<file path="src/hw/psc_pkg.sv">
package psc_pkg;
    // peripheral register addresses (data memory word addresses)
    localparam logic [15:0] PSC_ADDR_PIN_IRQ_EN_LOW   = 16'h2006;
    localparam logic [15:0] PSC_ADDR_PIN_FLAGS_LOW    = 16'h2007;
    localparam logic [15:0] PSC_ADDR_MODE_CONTROL     = 16'h2015;
    localparam logic [15:0] PSC_ADDR_SYSTEM_STATUS    = 16'h2016;
    localparam logic [15:0] PSC_ADDR_PERIPH_STATUS    = 16'h2017;
    localparam logic [15:0] PSC_ADDR_PIN_IRQ_EN_HIGH  = 16'h2046;
    localparam logic [15:0] PSC_ADDR_PIN_FLAG_HIGH    = 16'h2047;
    localparam logic [15:0] PSC_ADDR_SOFTWARE_TRIP    = 16'h2061;
    localparam logic [15:0] PSC_ADDR_SYSTEM_CONTROL   = 16'h3FFF;
    localparam logic [15:0] PSC_ADDR_IRQ_FORCE_CLEAR  = 16'h3F00;
    localparam logic [15:0] PSC_ADDR_IRQ_CONTROL      = 16'h3F01;
    localparam logic [15:0] PSC_ADDR_IRQ_MASK         = 16'h3F02;
    localparam logic [15:0] PSC_ADDR_IRQ_PENDING      = 16'h3F03;
    // field positions
    localparam int PSC_CLR_LSB        = 0;
    localparam int PSC_FORCE_LSB      = 8;
    localparam int PSC_NUM_IRQ        = 8;
    localparam int PSC_ICTL_RX_EDGE   = 0;
    localparam int PSC_ICTL_TX_EDGE   = 1;
    localparam int PSC_ICTL_PER_EDGE  = 2;
    localparam int PSC_ICTL_NEST      = 4;
    localparam int PSC_MODE_RX_SEL    = 4;
    localparam int PSC_MODE_UART      = 5;
    localparam int PSC_SYSC_ALT_FLAG  = 10;
    localparam int PSC_PSTAT_TRIP     = 0;
    localparam int PSC_PSTAT_SYNC     = 1;
    localparam int PSC_MASK_PERIPH    = 9;
    // core interrupt index, 7 = highest priority
    localparam logic [2:0] PSC_IRQ_TIMER  = 3'h0;
    localparam logic [2:0] PSC_IRQ_SW0    = 3'h3;
    localparam logic [2:0] PSC_IRQ_SW1    = 3'h4;
    localparam logic [2:0] PSC_IRQ_RX     = 3'h1;
    localparam logic [2:0] PSC_IRQ_TX     = 3'h2;
    localparam logic [2:0] PSC_IRQ_PERIPH = 3'h7;
    localparam logic [3:0] PSC_VEC_SLOT_SH = 4'h2;
    localparam logic [15:0] PSC_VEC_TOP    = 16'h002F;
    localparam logic [15:0] PSC_ZERO16     = 16'h0000;
    localparam logic [7:0]  PSC_ZERO8      = 8'h00;
    typedef enum logic [1:0] {
        PSC_ST_IDLE    = 2'b00,
        PSC_ST_SERVICE = 2'b01,
        PSC_ST_NESTED  = 2'b11
    } psc_state_t;
    // register write/read request from the core
    typedef struct packed {
        logic        wr;
        logic        rd;
        logic [15:0] addr;
        logic [15:0] wdata;
    } psc_bus_t;
    // serial pin group
    typedef struct packed {
        logic rx_pin_a;
        logic rx_pin_b;
        logic rx_frame_sync;
        logic tx_frame_sync;
    } psc_spins_t;
endpackage

</file>
<file path="src/hw/psc_sysctl.sv">
`timescale 1ns/100ps
module psc_sysctl
    import psc_pkg::*;
(
    input  wire logic        clk_in,
    input  wire logic        nrst_in,
    input  wire psc_bus_t    bus_in,
    output logic [15:0]      rdata_out,
    input  wire logic        trip_pin_n_in,
    input  wire logic        overcurrent_in,
    input  wire logic        pwm_sync_in,
    input  wire logic        watchdog_state_in,
    input  wire logic        pwm_timer_state_in,
    input  wire logic [8:0]  general_pin_in,
    input  wire psc_spins_t  spins_in,
    input  wire logic        core_flag_out_in,
    input  wire logic        serial_tx_output_in,
    input  wire logic        timer_event_in,
    input  wire logic        isr_exit_in,
    output logic             serial_rx_input_out,
    output logic             rx_frame_sync_int_out,
    output logic             flag_input_pin_out,
    output logic             flag_output_pin_out,
    output logic             tx_pin_oe_out,
    output logic             general_pin_5_out,
    output logic             general_pin_5_oe_out,
    output logic             peripheral_irq_line_n_out,
    output logic             vector_valid_out,
    output logic [15:0]      vector_addr_out
);
    ////////////////////////////////////////////////////////////////////////
    // pin synchronisers: three stages, change taken when stages 2 and 3 agree
    localparam int NSYNC = 15;
    // trip pin and both frame syncs rest high; resetting to idle avoids a false edge after reset
    localparam logic [NSYNC-1:0] SYNC_IDLE = 15'h000E;
    logic [NSYNC-1:0] raw_w;
    logic [NSYNC-1:0] s1_r, s2_r, s3_r, stable_r;
    assign raw_w = {general_pin_in, spins_in, trip_pin_n_in, pwm_sync_in};
    genvar gi;
    generate
        for (gi = 0; gi < NSYNC; gi++) begin : g_sync
            always_ff @(posedge clk_in) begin
                if (!nrst_in) begin
                    s1_r[gi]     <= SYNC_IDLE[gi];
                    s2_r[gi]     <= SYNC_IDLE[gi];
                    s3_r[gi]     <= SYNC_IDLE[gi];
                    stable_r[gi] <= SYNC_IDLE[gi];
                end else begin
                    s1_r[gi] <= raw_w[gi];
                    s2_r[gi] <= s1_r[gi];
                    s3_r[gi] <= s2_r[gi];
                    if (s2_r[gi] == s3_r[gi]) begin
                        stable_r[gi] <= s3_r[gi];
                    end
                end
            end
        end
    endgenerate
    wire       sync_now_w  = (s2_r[0] == s3_r[0]) ? s3_r[0] : stable_r[0];
    wire       trip_now_w  = (s2_r[1] == s3_r[1]) ? s3_r[1] : stable_r[1];
    wire [8:0] pins_now_w;
    assign pins_now_w = (s2_r[14:6] & s3_r[14:6]) | (~(s2_r[14:6] ^ s3_r[14:6]) & 9'h000)
                        | ((s2_r[14:6] ^ s3_r[14:6]) & stable_r[14:6]);
    wire       sync_ev_w  = sync_now_w & ~stable_r[0];
    wire       trip_ev_w;
    wire [8:0] pin_ev_w   = (pins_now_w ^ stable_r[14:6]);

    ////////////////////////////////////////////////////////////////////////
    // registers
    logic [4:0]  ictl_r;
    logic [15:0] interrupt_mask_reg_r;
    logic [15:0] mode_r;
    logic [15:0] sysc_r;
    logic [7:0]  pen_lo_r;
    logic        pen_hi_r;
    logic [7:0]  pflag_lo_r;
    logic        pflag_hi_r;
    logic [1:0]  pstat_r;
    logic [7:0]  pend_r;
    logic [7:0]  pend_nxt;
    logic        oc_r;
    wire wr_w = bus_in.wr;
    wire rd_w = bus_in.rd;
    wire [15:0] a_w = bus_in.addr;
    wire sw_trip_w = wr_w && (a_w == PSC_ADDR_SOFTWARE_TRIP) && bus_in.wdata[0];
    assign trip_ev_w = (~trip_now_w & stable_r[1]) | (overcurrent_in & ~oc_r) | sw_trip_w;
    wire rd_pstat_w = rd_w && (a_w == PSC_ADDR_PERIPH_STATUS);
    wire rd_pflag_w = rd_w && ((a_w == PSC_ADDR_PIN_FLAGS_LOW) || (a_w == PSC_ADDR_PIN_FLAG_HIGH));
    wire [8:0] pin_hit_w = pin_ev_w & {pen_hi_r, pen_lo_r};

    // control register writes
    always_ff @(posedge clk_in) begin
        if (!nrst_in) begin
            ictl_r   <= 5'h00;
            interrupt_mask_reg_r  <= PSC_ZERO16;
            mode_r   <= PSC_ZERO16;
            sysc_r   <= PSC_ZERO16;
            pen_lo_r <= PSC_ZERO8;
            pen_hi_r <= 1'b0;
            oc_r     <= 1'b0;
        end else begin
            oc_r <= overcurrent_in;
            if (wr_w && a_w == PSC_ADDR_IRQ_CONTROL) begin
                ictl_r <= bus_in.wdata[4:0];
            end else if (wr_w && a_w == PSC_ADDR_IRQ_MASK) begin
                interrupt_mask_reg_r <= bus_in.wdata;
            end else if (wr_w && a_w == PSC_ADDR_MODE_CONTROL) begin
                mode_r <= bus_in.wdata;
            end else if (wr_w && a_w == PSC_ADDR_SYSTEM_CONTROL) begin
                sysc_r <= bus_in.wdata;
            end else if (wr_w && a_w == PSC_ADDR_PIN_IRQ_EN_LOW) begin
                pen_lo_r <= bus_in.wdata[7:0];
            end else if (wr_w && a_w == PSC_ADDR_PIN_IRQ_EN_HIGH) begin
                pen_hi_r <= bus_in.wdata[0];
            end
        end
    end

    // peripheral flags: a new event beats a clearing read
    always_ff @(posedge clk_in) begin
        if (!nrst_in) begin
            pstat_r    <= 2'h0;
            pflag_lo_r <= PSC_ZERO8;
            pflag_hi_r <= 1'b0;
        end else begin
            pstat_r[PSC_PSTAT_TRIP] <= trip_ev_w | (pstat_r[PSC_PSTAT_TRIP] & ~rd_pstat_w);
            pstat_r[PSC_PSTAT_SYNC] <= sync_ev_w | (pstat_r[PSC_PSTAT_SYNC] & ~rd_pstat_w);
            pflag_lo_r <= pin_hit_w[7:0] | (pflag_lo_r & {8{~rd_pflag_w}});
            pflag_hi_r <= pin_hit_w[8] | (pflag_hi_r & ~rd_pflag_w);
        end
    end
    wire per_any_w = (|pstat_r) | (|pflag_lo_r) | pflag_hi_r;

    ////////////////////////////////////////////////////////////////////////
    // serial pin routing
    // receive pin select
    wire rx_sel_w = mode_r[PSC_MODE_RX_SEL] ? stable_r[4] : stable_r[5];
    wire uart_w   = mode_r[PSC_MODE_UART];
    wire alt_w    = sysc_r[PSC_SYSC_ALT_FLAG];
    // uart tie: frame sync follows receive data
    wire rfs_int_w = uart_w ? rx_sel_w : stable_r[3];
    // frame syncs as interrupt inputs (active low)
    wire rx_line_w = alt_w & ~stable_r[3];
    wire tx_line_w = alt_w & ~stable_r[2];

    ////////////////////////////////////////////////////////////////////////
    // core interrupt pending and sensitivity
    logic [2:0] lvl_prev_r;
    wire  [2:0] lvl_w = {per_any_w, tx_line_w, rx_line_w};
    wire  [2:0] line_set_w;
    assign line_set_w = {ictl_r[PSC_ICTL_PER_EDGE] ? (lvl_w[2] & ~lvl_prev_r[2]) : lvl_w[2],
                         ictl_r[PSC_ICTL_TX_EDGE]  ? (lvl_w[1] & ~lvl_prev_r[1]) : lvl_w[1],
                         ictl_r[PSC_ICTL_RX_EDGE]  ? (lvl_w[0] & ~lvl_prev_r[0]) : lvl_w[0]};
    logic [15:0] ifc_w;
    assign ifc_w = (wr_w && a_w == PSC_ADDR_IRQ_FORCE_CLEAR) ? bus_in.wdata : PSC_ZERO16;
    logic [7:0] hw_set_w;
    logic [7:0] hold_w;
    // level lines keep a request only while asserted, so an acknowledged flag leaves nothing stale
    always_comb begin
        hw_set_w = PSC_ZERO8;
        hold_w   = 8'hFF;
        hold_w[PSC_IRQ_RX]     = ictl_r[PSC_ICTL_RX_EDGE] | lvl_w[0];
        hold_w[PSC_IRQ_TX]     = ictl_r[PSC_ICTL_TX_EDGE] | lvl_w[1];
        hold_w[PSC_IRQ_PERIPH] = ictl_r[PSC_ICTL_PER_EDGE] | lvl_w[2];
        // software interrupts have no hardware source
        hw_set_w[PSC_IRQ_TIMER]  = timer_event_in;
        hw_set_w[PSC_IRQ_RX]     = line_set_w[0];
        hw_set_w[PSC_IRQ_TX]     = line_set_w[1];
        hw_set_w[PSC_IRQ_PERIPH] = line_set_w[2];
    end
    // force and clear; a force on an idle level line lasts one cycle unless taken
    assign pend_nxt = ((pend_r & hold_w & ~ifc_w[PSC_CLR_LSB +: PSC_NUM_IRQ]) | ifc_w[PSC_FORCE_LSB +: PSC_NUM_IRQ])
                      | hw_set_w;

    ////////////////////////////////////////////////////////////////////////
    // priority pick and service sequencing
    logic [7:0] mask8_w;
    assign mask8_w = {interrupt_mask_reg_r[PSC_MASK_PERIPH], interrupt_mask_reg_r[6:0]};
    wire  [7:0] live_w = pend_r & mask8_w;
    logic [2:0] pick_w;
    always_comb begin
        pick_w = 3'h0;
        for (int i = 0; i < PSC_NUM_IRQ; i++) begin
            if (live_w[i]) begin
                pick_w = 3'(i);
            end
        end
    end
    psc_state_t state_r;
    logic [2:0] cur_r;
    // nesting permits preemption by a higher source
    wire may_take_w = (state_r == PSC_ST_IDLE) ||
                      (ictl_r[PSC_ICTL_NEST] && pick_w > cur_r);
    wire take_w = (|live_w) && may_take_w;

    always_ff @(posedge clk_in) begin
        if (!nrst_in) begin
            pend_r     <= PSC_ZERO8;
            lvl_prev_r <= 3'h0;
            state_r    <= PSC_ST_IDLE;
            cur_r      <= 3'h0;
        end else begin
            lvl_prev_r <= lvl_w;
            pend_r     <= take_w ? (pend_nxt & ~(8'h01 << pick_w)) : pend_nxt;
            case (state_r)
                PSC_ST_IDLE: begin
                    if (take_w) begin
                        state_r <= PSC_ST_SERVICE;
                        cur_r   <= pick_w;
                    end
                end
                PSC_ST_SERVICE: begin
                    if (take_w) begin
                        state_r <= PSC_ST_NESTED;
                        cur_r   <= pick_w;
                    end else if (isr_exit_in) begin
                        state_r <= PSC_ST_IDLE;
                    end
                end
                PSC_ST_NESTED: begin
                    if (isr_exit_in) begin
                        state_r <= PSC_ST_SERVICE;
                    end
                end
                default: state_r <= PSC_ST_IDLE;
            endcase
        end
    end

    ////////////////////////////////////////////////////////////////////////
    // read mux
    logic [15:0] rd_w16;
    assign rd_w16 = (a_w == PSC_ADDR_PERIPH_STATUS)   ? {14'h0000, pstat_r} :
                    (a_w == PSC_ADDR_PIN_FLAGS_LOW)   ? {8'h00, pflag_lo_r} :
                    (a_w == PSC_ADDR_PIN_FLAG_HIGH)   ? {15'h0000, pflag_hi_r} :
                    (a_w == PSC_ADDR_PIN_IRQ_EN_LOW)  ? {8'h00, pen_lo_r} :
                    (a_w == PSC_ADDR_PIN_IRQ_EN_HIGH) ? {15'h0000, pen_hi_r} :
                    (a_w == PSC_ADDR_SYSTEM_STATUS)   ?
                        {13'h0000, pwm_timer_state_in, watchdog_state_in, stable_r[1]} :
                    (a_w == PSC_ADDR_IRQ_CONTROL)     ? {11'h000, ictl_r} :
                    (a_w == PSC_ADDR_IRQ_MASK)        ? interrupt_mask_reg_r :
                    (a_w == PSC_ADDR_MODE_CONTROL)    ? mode_r :
                    (a_w == PSC_ADDR_SYSTEM_CONTROL)  ? sysc_r :
                    (a_w == PSC_ADDR_IRQ_PENDING)     ? {8'h00, pend_r} : PSC_ZERO16;

    ////////////////////////////////////////////////////////////////////////
    // registered outputs
    always_ff @(posedge clk_in) begin
        if (!nrst_in) begin
            rdata_out                 <= PSC_ZERO16;
            serial_rx_input_out       <= 1'b0;
            rx_frame_sync_int_out     <= 1'b0;
            flag_input_pin_out        <= 1'b0;
            flag_output_pin_out       <= 1'b0;
            tx_pin_oe_out             <= 1'b0;
            general_pin_5_out         <= 1'b0;
            general_pin_5_oe_out      <= 1'b0;
            peripheral_irq_line_n_out <= 1'b1;
            vector_valid_out          <= 1'b0;
            vector_addr_out           <= PSC_ZERO16;
        end else begin
            rdata_out                 <= rd_w ? rd_w16 : PSC_ZERO16;
            serial_rx_input_out       <= rx_sel_w;
            rx_frame_sync_int_out     <= rfs_int_w;
            flag_input_pin_out        <= alt_w & rx_sel_w;
            flag_output_pin_out       <= alt_w ? core_flag_out_in : serial_tx_output_in;
            tx_pin_oe_out             <= 1'b1;
            general_pin_5_out         <= core_flag_out_in;
            general_pin_5_oe_out      <= uart_w;
            peripheral_irq_line_n_out <= ~per_any_w;
            vector_valid_out          <= take_w;
            vector_addr_out           <= take_w ? (16'(pick_w) << PSC_VEC_SLOT_SH) : PSC_ZERO16;
        end
    end

    ////////////////////////////////////////////////////////////////////////
    // assertions
    property p_line_low;
        @(posedge clk_in) disable iff (!nrst_in) per_any_w |=> !peripheral_irq_line_n_out;
    endproperty
    a_line_low: assert property (p_line_low) else $error("irq line not low");
    property p_read_clear;
        @(posedge clk_in) disable iff (!nrst_in)
            (rd_pstat_w && !trip_ev_w && !sync_ev_w) |=> (pstat_r == 2'h0);
    endproperty
    a_read_clear: assert property (p_read_clear) else $error("status not cleared");
    property p_set_wins;
        @(posedge clk_in) disable iff (!nrst_in) (rd_pflag_w && |pin_hit_w) |=> (|{pflag_hi_r, pflag_lo_r});
    endproperty
    a_set_wins: assert property (p_set_wins) else $error("event lost on clear");
    property p_sw_force;
        @(posedge clk_in) disable iff (!nrst_in)
            (ifc_w[PSC_FORCE_LSB + PSC_IRQ_SW0] && !ifc_w[PSC_CLR_LSB + PSC_IRQ_SW0] && !take_w)
            |=> pend_r[PSC_IRQ_SW0];
    endproperty
    a_sw_force: assert property (p_sw_force) else $error("force ignored");
    property p_sw_only;
        @(posedge clk_in) disable iff (!nrst_in)
            (!pend_r[PSC_IRQ_SW1] && !ifc_w[PSC_FORCE_LSB + PSC_IRQ_SW1]) |=> !pend_r[PSC_IRQ_SW1];
    endproperty
    a_sw_only: assert property (p_sw_only) else $error("sw irq from hw");
    property p_vec_range;
        @(posedge clk_in) disable iff (!nrst_in) vector_valid_out |-> (vector_addr_out <= PSC_VEC_TOP);
    endproperty
    a_vec_range: assert property (p_vec_range) else $error("vector out of table");
    property p_no_nest;
        @(posedge clk_in) disable iff (!nrst_in)
            (state_r == PSC_ST_SERVICE && !ictl_r[PSC_ICTL_NEST]) |=> (state_r != PSC_ST_NESTED);
    endproperty
    a_no_nest: assert property (p_no_nest) else $error("nested while disabled");
    property p_rx_sel;
        @(posedge clk_in) disable iff (!nrst_in)
            mode_r[PSC_MODE_RX_SEL] |=> (serial_rx_input_out == $past(stable_r[4]));
    endproperty
    a_rx_sel: assert property (p_rx_sel) else $error("wrong rx pin");
    c_trip: cover property (@(posedge clk_in) disable iff (!nrst_in) trip_ev_w ##[1:4] rd_pstat_w);
    c_pin: cover property (@(posedge clk_in) disable iff (!nrst_in) |pin_hit_w ##1 rd_pflag_w);
    c_nest: cover property (@(posedge clk_in) disable iff (!nrst_in) state_r == PSC_ST_NESTED);
endmodule

</file>
<file path="config.mk">
export PLATFORM = sky130hd
export DESIGN_NAME = psc_sysctl
export DESIGN_NICKNAME = d
export VERILOG_FILES = /design/src/hw/psc_pkg.sv /design/src/hw/psc_sysctl.sv
export SDC_FILE = /design/constraint.sdc
export NUM_CORES = 1
export LEC_CHECK = 0
export BUFFER_PORTS_ARGS = -buffer_cell sky130_fd_sc_hd__buf_2
export CORE_MARGIN = 3
export CORE_UTILIZATION = 52
export DETAILED_ROUTE_END_ITERATION = 8
export PLACE_DENSITY = 0.77
export SYNTH_ARGS = -nofsm -noshare
export SYNTH_HDL_FRONTEND = slang
export SYNTH_SLANG_ARGS = --single-unit
</file>
<file path="constraint.sdc">
create_clock -name clk_in -period 2.89 [get_ports clk_in]
set_input_delay 0.578 -clock clk_in [delete_from_list [all_inputs] [get_ports clk_in]]
set_output_delay 0.578 -clock clk_in [all_outputs]
set_load 0.1 [all_outputs]
</file>
# After elaboration in Yosys (flattened, before gate mapping)
# Index checks and enable logic that the tools add are counted.
[word_totals]
ff_bits = 191
inputBits = 58
word_cells = 244
[op_classes]
order_cmp = 1
eq_ne = 33
n_shift = 1
n_mux = 34
bitwise = 56
n_reduce_logical = 31
[op_table]
columns = ["operator", "n"]
rows = [
  ["equality test 16 x 14 -> 1 bit, second input constant", 13],
  ["2-to-1 mux 16 bit", 4],
  ["2-to-1 mux 8 bit", 8],
  ["AND 8 bit", 5],
  ["AND 9 bit", 3],
  ["OR 8 bit", 3],
  ["2-to-1 mux 3 bit", 6],
  ["NOT 1 bit", 18],
  ["XOR 9 bit", 2],
  ["NOT 8 bit", 2],
  ["OR reduction 8 bit", 2],
  ["equality test 1 bit", 15],
  ["logical AND 1 bit", 13],
  ["AND 1 bit", 12],
  ["2-to-1 mux 1 bit", 10],
  ["2-to-1 mux 2 bit", 5],
  ["OR 1 bit", 10],
  ["OR 9 bit", 1],
  ["OR reduction 9 bit", 1],
  ["AND reduction 2 bit", 4],
  ["left shift 1 x 3 -> 8 bit, first input constant", 1],
  ["case mux 2 bit (3 select lines)", 1],
  ["AND reduction 3 bit", 2],
  ["AND reduction 6 bit", 1],
  ["other kinds (11)", 14],
]

# Logic depth before layout (Yosys ltp)
# Gate-level depths: netlist of run 1.
[logic_depth]
depth_word = 14
depth_mapped = 12
mapped_depth_nobuf = 12

# Least setup slack after synthesis of run 1
# Ideal clock, no wire load.
[synth_path]
path_type = "in2reg"
start = "in bus_in[20] in the netlist's numbering"
end = "reg pend_r[0]"
setup_ns = 0.115
arrival_ns = 2.685
setup_slack_ns = 0.090
path_stages = 7
path_cell_list = "or4_1 > buf_2 > or4_4 > nor4b_4 > nand2_1 > a221o_1 > and3_1"
[synth_via]
elab_chain_len = 9
[synth_lines]
columns = ["element", "line", "source"]
rows = [
  ["start: declaration", "psc_sysctl.sv:7", "input wire psc_bus_t bus_in,"],
  ["equality test 16 x 14 -> 1 bit *", "psc_sysctl.sv:155", "assign ifc_w = (wr_w && a_w == PSC_ADDR_IRQ_FORCE_CLEAR) ? bus_in.wdata : PSC_ZERO16;"],
  ["logical AND 1 bit *", "psc_sysctl.sv:155", ""],
  ["2-to-1 mux 16 bit *", "psc_sysctl.sv:155", ""],
  ["NOT 8 bit", "psc_sysctl.sv:172", "assign pend_nxt = ((pend_r & hold_w & ~ifc_w[PSC_CLR_LSB +: PSC_NUM_IRQ]) | ifc_w[PSC_FORCE_LSB +: PSC_NUM_IRQ ..."],
  ["AND 8 bit", "psc_sysctl.sv:172", ""],
  ["OR 8 bit *", "psc_sysctl.sv:172", ""],
  ["OR 8 bit *", "psc_sysctl.sv:173", "| hw_set_w;"],
  ["AND 8 bit", "psc_sysctl.sv:204", "pend_r <= take_w ? (pend_nxt & ~(8'h01 << pick_w)) : pend_nxt;"],
  ["2-to-1 mux 8 bit *", "psc_sysctl.sv:204", ""],
  ["end signal: assignment", "psc_sysctl.sv:204", ""],
  ["end: declaration", "psc_sysctl.sv:79", "logic [7:0] pend_r;"],
]
# Mark *: on every way between the ends. The rest lies on a longest branch, timed or not.
# A chain may end at the register's enable or synchronous reset.

# Worst setup path in the final report of run 1
[layout_path]
start = "reg interrupt_mask_reg_r[2]"
end = "reg pend_r[0]"
[layout_via]
elab_chain_len = 12
word_cells_on_any_way = 16
cone_classes = "1 x order compare; 1 x shift; 7 x mux; 3 x bitwise; 4 x reduce/logical"
[layout_lines]
columns = ["element", "line", "source"]
rows = [
  ["start: declaration", "psc_sysctl.sv:71", "logic [15:0] interrupt_mask_reg_r;"],
  ["start signal: assignment", "psc_sysctl.sv:106", "interrupt_mask_reg_r <= bus_in.wdata;"],
  ["AND 8 bit *", "psc_sysctl.sv:179", "wire [7:0] live_w = pend_r & mask8_w;"],
  ["2-to-1 mux 3 bit (6 in a row)", "psc_sysctl.sv:184", "if (live_w[i]) begin"],
  ["> comparator 3 bit", "psc_sysctl.sv:193", "(ictl_r[PSC_ICTL_NEST] && pick_w > cur_r);"],
  ["logical AND 1 bit", "psc_sysctl.sv:193", ""],
  ["logical OR 1 bit", "psc_sysctl.sv:192", "wire may_take_w = (state_r == PSC_ST_IDLE) ||"],
  ["logical AND 1 bit", "psc_sysctl.sv:194", "wire take_w = (|live_w) && may_take_w;"],
  ["2-to-1 mux 8 bit *", "psc_sysctl.sv:204", ""],
]
# Marks and branches as above.

==> results of run 1 <==
==> cell families after synthesis <==
family / count (synthesis)
AOI/OAI and AO/OA: 166
adders and majority gates: 16
buffers and inverters: 67
DFF: 178
muxes: 33
other: 1
and+or+nand+nor: 351
==> state kept, by name (all words and copies together) (netlist names), 3 cells and up <==
signal / flops
interrupt_mask_reg_r: 16
ictl_r: 5
rdata_out: 16
lvl_prev_r: 3
s1_r: 15
sysc_r: 16
pflag_lo_r: 8
pen_lo_r: 8
vector_addr_out: 3
s3_r: 15
s2_r: 15
mode_r: 16
pend_r: 8
cur_r: 3
stable_r: 15
==> cells in the mapped netlist (2+ instances only) <==
| cell type | instances |
|---|---|
| or4_1 | 3 |
| o21ai_0 | 32 |
| o22ai_1 | 2 |
| dfxtp_1 | 178 |
| nor4_1 | 9 |
| nor3b_1 | 3 |
| inv_1 | 13 |
| a22o_1 | 7 |
| nor2b_1 | 6 |
| or3_1 | 4 |
| a21o_1 | 2 |
| buf_4 | 13 |
| a31oi_1 | 2 |
| o31ai_1 | 3 |
| o21a_1 | 2 |
| and3_1 | 5 |
| mux2_2 | 7 |
| nor3_1 | 15 |
| nand4_1 | 6 |
| clkbuf_1 | 32 |
| a22oi_1 | 17 |
| a32o_1 | 3 |
| or2_2 | 3 |
| nand2_1 | 135 |
| a222oi_1 | 13 |
| buf_2 | 8 |
| a21boi_0 | 2 |
| ha_1 | 16 |
| and2_1 | 43 |
| a21oi_1 | 58 |
| nor2_1 | 66 |
| mux2i_1 | 26 |
| a211o_1 | 3 |
| nand2b_1 | 15 |
| nor4_2 | 2 |
| a211oi_1 | 6 |
| nand3_1 | 29 |
| a221oi_1 | 5 |
==> layer usage <==
metal | global-route usage (%) | up-vias | wire length, microns
met5 | 0 | - | 0
met4 | 9.76 | 0 | 505
met3 | 6.09 | 48 | 1790
met2 | 37.7 | 313 | 8330
met1 | 35.3 | 2958 | 8280
li1 | - | 3068 | -
==> area by class of cell <==
cell class | instances | area share [%]
Multi-Input combinational cell | 579 | 39.0
Sequential cell | 178 | 41.1
Clock inverter | 14 | 2.04
Tap cell | 176 | 2.54
Inverter | 13 | 0.563
Clock buffer | 18 | 4.95
Timing Repair Buffer | 138 | 9.79
==> path summary, 6_finish.rpt <==
| check | cells after the start | from | slack (ns) | endpoint |
|---|---|---|---|---|
| max | 13 | interrupt_mask_reg_r[2]$_SDFFE_PN0P_ | 0.21 | pend_r[0]$_SDFF_PN0_ |
| min | 2 | spins_in[0] | 0.33 | s1_r[2]$_SDFF_PN1_ |
| max reg2reg | 13 | interrupt_mask_reg_r[2]$_SDFFE_PN0P_ | 0.21 | pend_r[0]$_SDFF_PN0_ |
| min reg2reg | 1 | s1_r[2]$_SDFF_PN1_ | 0.41 | s2_r[2]$_SDFF_PN1_ |
==> power groups by stage <==
| stage | registers [mW] | clock network, mW | logic (mW) |
|---|---|---|---|
| 3_3_place_gp | 2.56 | 0 | 0.348 |
| 3_5_place_dp | 2.56 | 0 | 0.351 |
| 4_1_cts | 2.51 | 2.36 | 0.353 |
| 6_report | 2.51 | 2.33 | 0.356 |
| 5_1_grt | 2.51 | 2.46 | 0.382 |
| 2_1_floorplan | 2.59 | 0 | 0.215 |
==> timing repair <==
| action | CTS | global route |
|---|---|---|
| resized for setup | 0 | 1 |
| hold endpoints to repair | 0 | 0 |
| endpoints found under the setup margin | 0 | 1 |
| buffers inserted | 0 | 0 |
==> metrics by stage <==
stage	TNS [ns]	utilization (%)
floorplan	0	-
global placement	-0.00318	60.2
detailed placement	-0.0150	60.2
CTS	0	64.7
global route	0	64.7
finish	0	64.7
==> critical path, stage by stage (launching register included) <==
cell and delay (ns):
dfxtp_1 0.36, nand2_1 0.06, a32o_1 0.25, a21boi_0 0.30, o21ai_1 0.14, inv_1 0.10, ha_1 0.23, a32oi_1 0.24
a21oi_1 0.12, buf_4 0.15, nor2_1 0.19, buf_4 0.16, nand3_1 0.09, and3_1 0.19
==> flow_summary.ini, run 1 <==
[run_status]
outcome = finished, final reports clean

[synth]
yosys_most_used_dff = dfxtp_1
synth_compound_area_share_pct = 15.2
muxShareOfSynthArea_pct = 4.70
synth_xor_area_share_pct = 0
synthAdderAreaFrac_pct = 2.77
synthTopCellsByArea = dfxtp_1 49%, nand2_1 7.0%, a21oi_1 4.0%, and2_1 3.7%, mux2i_1 3.6%
syn_avg_cell_area_sq_um = 8.89
synth_top_area_cell = dfxtp_1
synthSimpleGateAreaFrac_pct = 23.5
ys_types = 56
synthDominantCellAreaShare_pct = 49.4
syn_inst = 812
yosys_warnings = 0
ys_async_sr_fraction_pct = 0
syn_area_sq_um = 7220
synth_top_family_by_area = simple AND/OR/NAND/NOR gates
seq_area_frac_synth_pct = 49.4
synth-seq-cells = 178
synth_edf_count = 0

[die]
start_util_pct = 53.9
core_sq_um = 13400
die_y_microns = 124
io_pins = 99
die-width_microns = 124
rows = 42
die_area_sq_um = 15300

[finish]
final_cell_mix = 178 x dfxtp_1, 135 x nand2_1, 85 x buf_2
multi_input_area_sq_um = 3380
regArea_sq_um = 3560
area_growth_pct = 20.1
final_common_cell = dfxtp_1
fin_area_sq_um = 8670
diodes = 0
drive_gt1_share_pct = 19.9
nets = 1001
fillers = 1147
final_cell_count_no_fill = 1116

[global_route]
antenna_found_initial = 0
grt_pass1_wl_microns = 29900
grt_max_degree = 60
overflow = 0
grtUsageTotal_pct = 25.3
grt_pass1_vias = 5797

[job]
drv_cap = 0

[pwr]
combPwrFrac_pct = 6.9
p_seq_share_pct = 48.3
power_switching_mw = 1.30
p_leak_nw = 3.47
switching_share_pct = 25.0
pwr-share-clk_pct = 44.9
power_per_cell_area_nw_per_um2 = 599
p_total_mw = 5.19
ir_worst_vdd_mv = 0.535
p_int_mw = 3.90

[drt]
wl_per_cell_microns = 16.9
wl_microns = 18900
drtIter0Drc = 699
dr.pass1.iters = 6
drc_errors = 0
ant_nets = 0
via_per_inst = 5.72
num_vias = 6387

[timing]
fin_ws_ns = 0.212
fmaxAchievable_ghz = 0.373
setup_viol = 0
rsz0062_at_grt = no
finClkSkew_ns = 0.00648
min_period_ns = 2.68
fin_crit_sh_pct = 92.7
hold_viol = 0
final-max-slew-violation-count = 0
tightest_slew_ns = 1.18
slew_headroom_pct = 20.6
hold-worst-slack_ns = 0.329

[clocking]
clock_latency_ns = 0.43
cts_hold_buf = 0
cts_buffers = 17
htreeDepth = 4
clockRootBuffer = clkbuf_16
clkSinkCount = 178
clock_path_buffers = 2
cts_tree = done
clkTransAtPathRegs_ns = 0.07

[setup_path]
path_class = flop to flop
start_kind = flop
critPathMaxFanout = 3
critPathCaptureType = flop
crit_arrival_ns = 3.01
critPathRequiredTime_ns = 3.22

[place]
dpl-instance-area_sq_um = 8060
dp_hpwl_microns = 13600
place.gp.congestion = 0.985
place_ws_ns = -0.0150
dp.cells = 1084
portBuffers = 85

[min_path]
hold_path.class = input port to flop
(Power assumes the default switching activity.)
==> inputs of run 2 (changes only) <==
CORE_ASPECT_RATIO = 1.75   (was default)
==> run 2 against run 1 <==
Net effect:
- flip-flop and latch count did not move
- worst hold slack improved by 0.0013 ns
- clock skew rose by 0.0045 ns
- combinational power barely moved
- utilization fell by 0.73 points
- critical path type unchanged
- non-clock buffer count fell by 7
- final cell count fell by 0.72%
- maximum frequency fell by 2.3%
- clock power fell by 4%
- largest power group unchanged
- sequential power barely moved
- power fell by 1.8%
==> flow_summary.ini, run 2 (synthesis results as in run 1) <==
[run_status]
outcome = finished, final reports clean

[place]
place.gp.congestion = 0.949
dp_hpwl_microns = 13500
dpl-instance-area_sq_um = 8050
place_ws_ns = -0.0281
portBuffers = 85

[global_route]
overflow = 0
grtUsageTotal_pct = 25.3
grt_pass1_vias = 6116
grt_pass1_wl_microns = 30200
grt_max_degree = 95
antenna_found_initial = 1

[setup_path]
path_class = flop to flop
cp-startpoint = pend_r[2]$_SDFF_PN0_
r2r_start = pend_r[2]$_SDFF_PN0_
critPathRequiredTime_ns = 3.21
start_kind = flop
critPathMaxFanout = 4
critPathCaptureType = flop
crit_arrival_ns = 3.07

[finish]
fin_area_sq_um = 8650
area_growth_pct = 19.8
final_cell_mix = 178 x dfxtp_1, 135 x nand2_1, 85 x buf_2
final_common_cell = dfxtp_1
nets = 994
drive_gt1_share_pct = 19.6
fillers = 1161

[timing]
finClkSkew_ns = 0.0110
fin_crit_sh_pct = 94.8
tightest_slew_ns = 0.782
fmaxAchievable_ghz = 0.365
hold_viol = 0
min_period_ns = 2.74
final-max-slew-violation-count = 0
rsz0062_at_grt = no
fin_ws_ns = 0.150
slew_headroom_pct = 47.4
setup_viol = 0

[clocking]
clkTransAtPathRegs_ns = 0.08
cts_buffers = 17
clock_latency_ns = 0.43
clock_path_buffers = 2
htreeDepth = 4
clkSinkCount = 178
clockRootBuffer = clkbuf_16
cts_tree = done

[job]
drv_cap = 0

[pwr]
p_leak_nw = 3.45
ir_worst_vdd_mv = 0.610
p_total_mw = 5.10
power_per_cell_area_nw_per_um2 = 590

[die]
io_pins = 99
die_area_sq_um = 15400
core_sq_um = 13500
start_util_pct = 53.4
die_y_microns = 162
die-width_microns = 95.1
rows = 56

[min_path]
hold_path.class = input port to flop
hp-start = spins_in[1]

[drt]
drtIter0Drc = 517
drc_errors = 0
wl_per_cell_microns = 17.1
wl_microns = 18900
dr.pass1.iters = 5
ant_nets = 0
via_per_inst = 5.68
num_vias = 6292
## run 2: cell types whose count changed in the layout (fill, tap and decap cells not counted), sizes merged
cell / change
buf: -7
bufinv: -2
inv: +2
clkbuf: -1
clkinv: +1
diode: +1
## run 2: path summary, 6_finish.rpt
kind / end / slack (ns) / cells after the start
min: s1_r[3]$_SDFF_PN1_ / 0.33 / 2
max reg2reg: state_r[0]$_SDFFE_PN0P_ / 0.15 / 12
min reg2reg: s2_r[2]$_SDFF_PN1_ / 0.41 / 1
max: state_r[0]$_SDFFE_PN0P_ / 0.15 / 12
## run 2: stage by stage
stage	std cells	hold WS, ns	utilization [%]	TNS [ns]
finish	1108	0.331	64.0	0
floorplan	824	0.386	-	0
global route	1108	0.342	64.0	0
CTS	1107	0.326	63.9	0
global placement	1075	0.398	59.5	0
detailed placement	1075	0.396	59.5	-0.0281
## run 2: power breakdown
part	switching (mW)	leakage [nW]	internal, mW	total (mW)
registers	0.0174	1.44	2.49	2.51
clock network	1.08	0.281	1.16	2.23
logic	0.253	1.72	0.106	0.359
## run 2: layout make-up
type	instances	area [sq um]	share of cell area (%)
diodes	1	2.50	0.0289
clock buffers	17	425	4.92
clock inverters	15	166	1.92
inverters	13	48.8	0.564
multi-input cells	579	3390	39.2
flip-flops and latches	178	3560	41.2
well taps	174	218	2.52
repair buffers	131	833	9.64
## run 2: timing repair
action | in CTS | in global routing
hold buffers | 0 | 0
endpoints found under the setup margin | 0 | 3
setup buffers | 0 | 0
resized for setup | 0 | 2
hold endpoints to repair | 0 | 0
## run 2: per-layer routing
layer / share of wire (%) / GRT usage, % / wire, microns
met5: 0 / 0 / 0
met4: 5.8 / 15.0 / 1090
met3: 5.7 / 4.40 / 1080
met2: 52 / 43.8 / 9810
met1: 37 / 28.2 / 6960
## run 2: critical path, stage by stage (launching register included)
cell	delay (ns)
dfxtp_1	0.35
nand2_1	0.07
a32o_1	0.26
a21boi_0	0.31
o21ai_0	0.16
inv_1	0.11
ha_1	0.24
a32oi_1	0.25
a21oi_1	0.14
buf_4	0.16
nor2_2	0.21
a21boi_0	0.12
o41ai_1	0.23
==> inputs of run 3 (changes only) <==
BUFFER_PORTS_ARGS = -buffer_cell sky130_fd_sc_hd__clkbuf_2   (was -buffer_cell sky130_fd_sc_hd__buf_2)
==> run 3 against run 2 <==
Net effect:
- non-clock buffer count up 5
- clock power up 3%
- sequential share of layout area down 0.18 points
- largest power group unchanged
- first-iteration DRC count down 21%
- flip-flop and latch count unchanged
- clock skew down 0.0029 ns
- die area unchanged
- highest routed layer unchanged
- via count up 0.78%
- power up 1.1%
- wire length down 0.88%
- final cell count up 0.36%
==> flow_summary.ini, run 3 (synthesis results as in run 1) <==
[run_status]
outcome = finished, final reports clean

[die]
die_area_sq_um = 15400
rows = 56
die-width_microns = 95.1
start_util_pct = 53.4
core_sq_um = 13500
die_y_microns = 162
io_pins = 99

[place]
dpl-instance-area_sq_um = 8080
dp_hpwl_microns = 13600
dp.cells = 1080
place.gp.congestion = 0.970
portBuffers = 85
place_ws_ns = -0.0471

[finish]
fin_area_sq_um = 8690
area_growth_pct = 20.3
final_cell_mix = 178 x dfxtp_1, 135 x nand2_1, 84 x clkbuf_2
fin_util_pct = 64.2
final_cell_count_no_fill = 1112
final_common_cell = dfxtp_1
fillers = 1198
nets = 999
diodes = 0
drive_gt1_share_pct = 20.0

[clocking]
cts_buffers = 17
clock_path_buffers = 2
cts_hold_buf = 0
htreeDepth = 4
cts_setup_buffers = 0
clock_latency_ns = 0.42
clockRootBuffer = clkbuf_16
cts_tree = done
clkTransAtPathRegs_ns = 0.07
clkSinkCount = 178

[timing]
slew_headroom_pct = 18.2
hold_viol = 0
final.setup.tns_ns = 0
setup_viol = 0
finClkSkew_ns = 0.00809
rsz0062_at_grt = no
fmaxAchievable_ghz = 0.383
fin_crit_sh_pct = 90.4
hold-worst-slack_ns = 0.337
final-max-slew-violation-count = 0
min_period_ns = 2.61
fin_ws_ns = 0.279
tightest_slew_ns = 1.22

[drt]
wl_microns = 18800
num_vias = 6341
via_per_inst = 5.70
ant_nets = 0
drc_errors = 0
drtIter0Drc = 407
wl_per_cell_microns = 16.9
dr.pass1.iters = 5

[pwr]
p_int_mw = 3.83
combPwrFrac_pct = 6.9
p_leak_nw = 3.47
pwr-share-clk_pct = 44.5
switching_share_pct = 25.7
p_total_mw = 5.15
ir_worst_vdd_mv = 0.524
power_per_cell_area_nw_per_um2 = 593
p_seq_share_pct = 48.6
power_switching_mw = 1.33

[setup_path]
slowest_stage = dfxtp_1
crit_top_cell = inv_1
max_stage_delay_ns = 0.34
cp_cell_sequence = nand2_1, a32o_1, a21boi_2, o21ai_0, inv_1, ha_1, a32oi_1, a21oi_1, a221oi_1, buf_4, inv_1, o41ai_1
crit_arrival_ns = 2.93
crit_buf_inv = 3
path_class = flop to flop
critPathRequiredTime_ns = 3.21
critPathMaxFanout = 4
critPathCaptureType = flop
crit_family = compound AO/OA/AOI/OAI gates
start_kind = flop

[global_route]
busiest_layer = met2
overflow = 0
grt_max_degree = 103
grtUsageTotal_pct = 25.4
grt_use_met1_pct = 27.7
met2_usage_pct = 44.6
grt_pass1_wl_microns = 30500
grtUsageMet3_pct = 4.59
grt_pass1_vias = 6163
antenna_found_initial = 0

[min_path]
hold_path.class = input port to flop

[job]
drv_cap = 0
==> run 3: changes by cell type in the layout (fill, tap and decap cells not counted), moves of 2 or more <==
cell      before  now
clkinv_8       4    2
clkbuf_2       0   84
buf_4         41   46
buf_2         85    1
==> run 3: power by group through the flow <==
stage          combinational (mW)  clock [mW]  sequential [mW]
3_5_place_dp                0.352           0             2.56
2_1_floorplan               0.215           0             2.59
5_1_grt                     0.382        2.44             2.51
3_3_place_gp                0.348           0             2.56
6_report                    0.354        2.29             2.51
4_1_cts                     0.354        2.32             2.51
==> run 3: timing repair <==
item	CTS	global route
hold endpoints to repair	0	0
endpoints found under the setup margin	0	9
gates resized for setup	0	3
==> run 3: final timing paths <==
check                        from                       to  cells past startpoint  slack, ns
min                   spins_in[1]       s1_r[3]$_SDFF_PN1_                      2       0.34
max          pend_r[2]$_SDFF_PN0_  state_r[0]$_SDFFE_PN0P_                     12       0.28
min reg2reg    s1_r[2]$_SDFF_PN1_       s2_r[2]$_SDFF_PN1_                      1       0.41
max reg2reg  pend_r[2]$_SDFF_PN0_  state_r[0]$_SDFFE_PN0P_                     12       0.28
==> run 3: area by class of cell <==
cell class / instances / area, sq um / share of cell area, %
tap: 174 / 218 / 2.51
multi-input combinational: 579 / 3390 / 39.0
clock inverter: 15 / 171 / 1.97
inverter: 13 / 48.8 / 0.562
sequential: 178 / 3560 / 41.0
timing repair buffer: 136 / 871 / 10.0
clock buffer: 17 / 425 / 4.90
==> run 3: worst reg2reg max path: stages (launching register included) <==
cell,delay [ns]
dfxtp_1,0.34
nand2_1,0.08
a32o_1,0.27
a21boi_2,0.19
o21ai_0,0.13
inv_1,0.10
ha_1,0.23
a32oi_1,0.26
a21oi_1,0.13
a221oi_1,0.27
buf_4,0.17
inv_1,0.04
o41ai_1,0.29
==> run 3: per-layer routing <==
metal	vias to the layer above	wire, microns
li1	3056	-
met1	3000	6960
met2	218	9920
met3	67	923
met4	0	969
met5	-	0
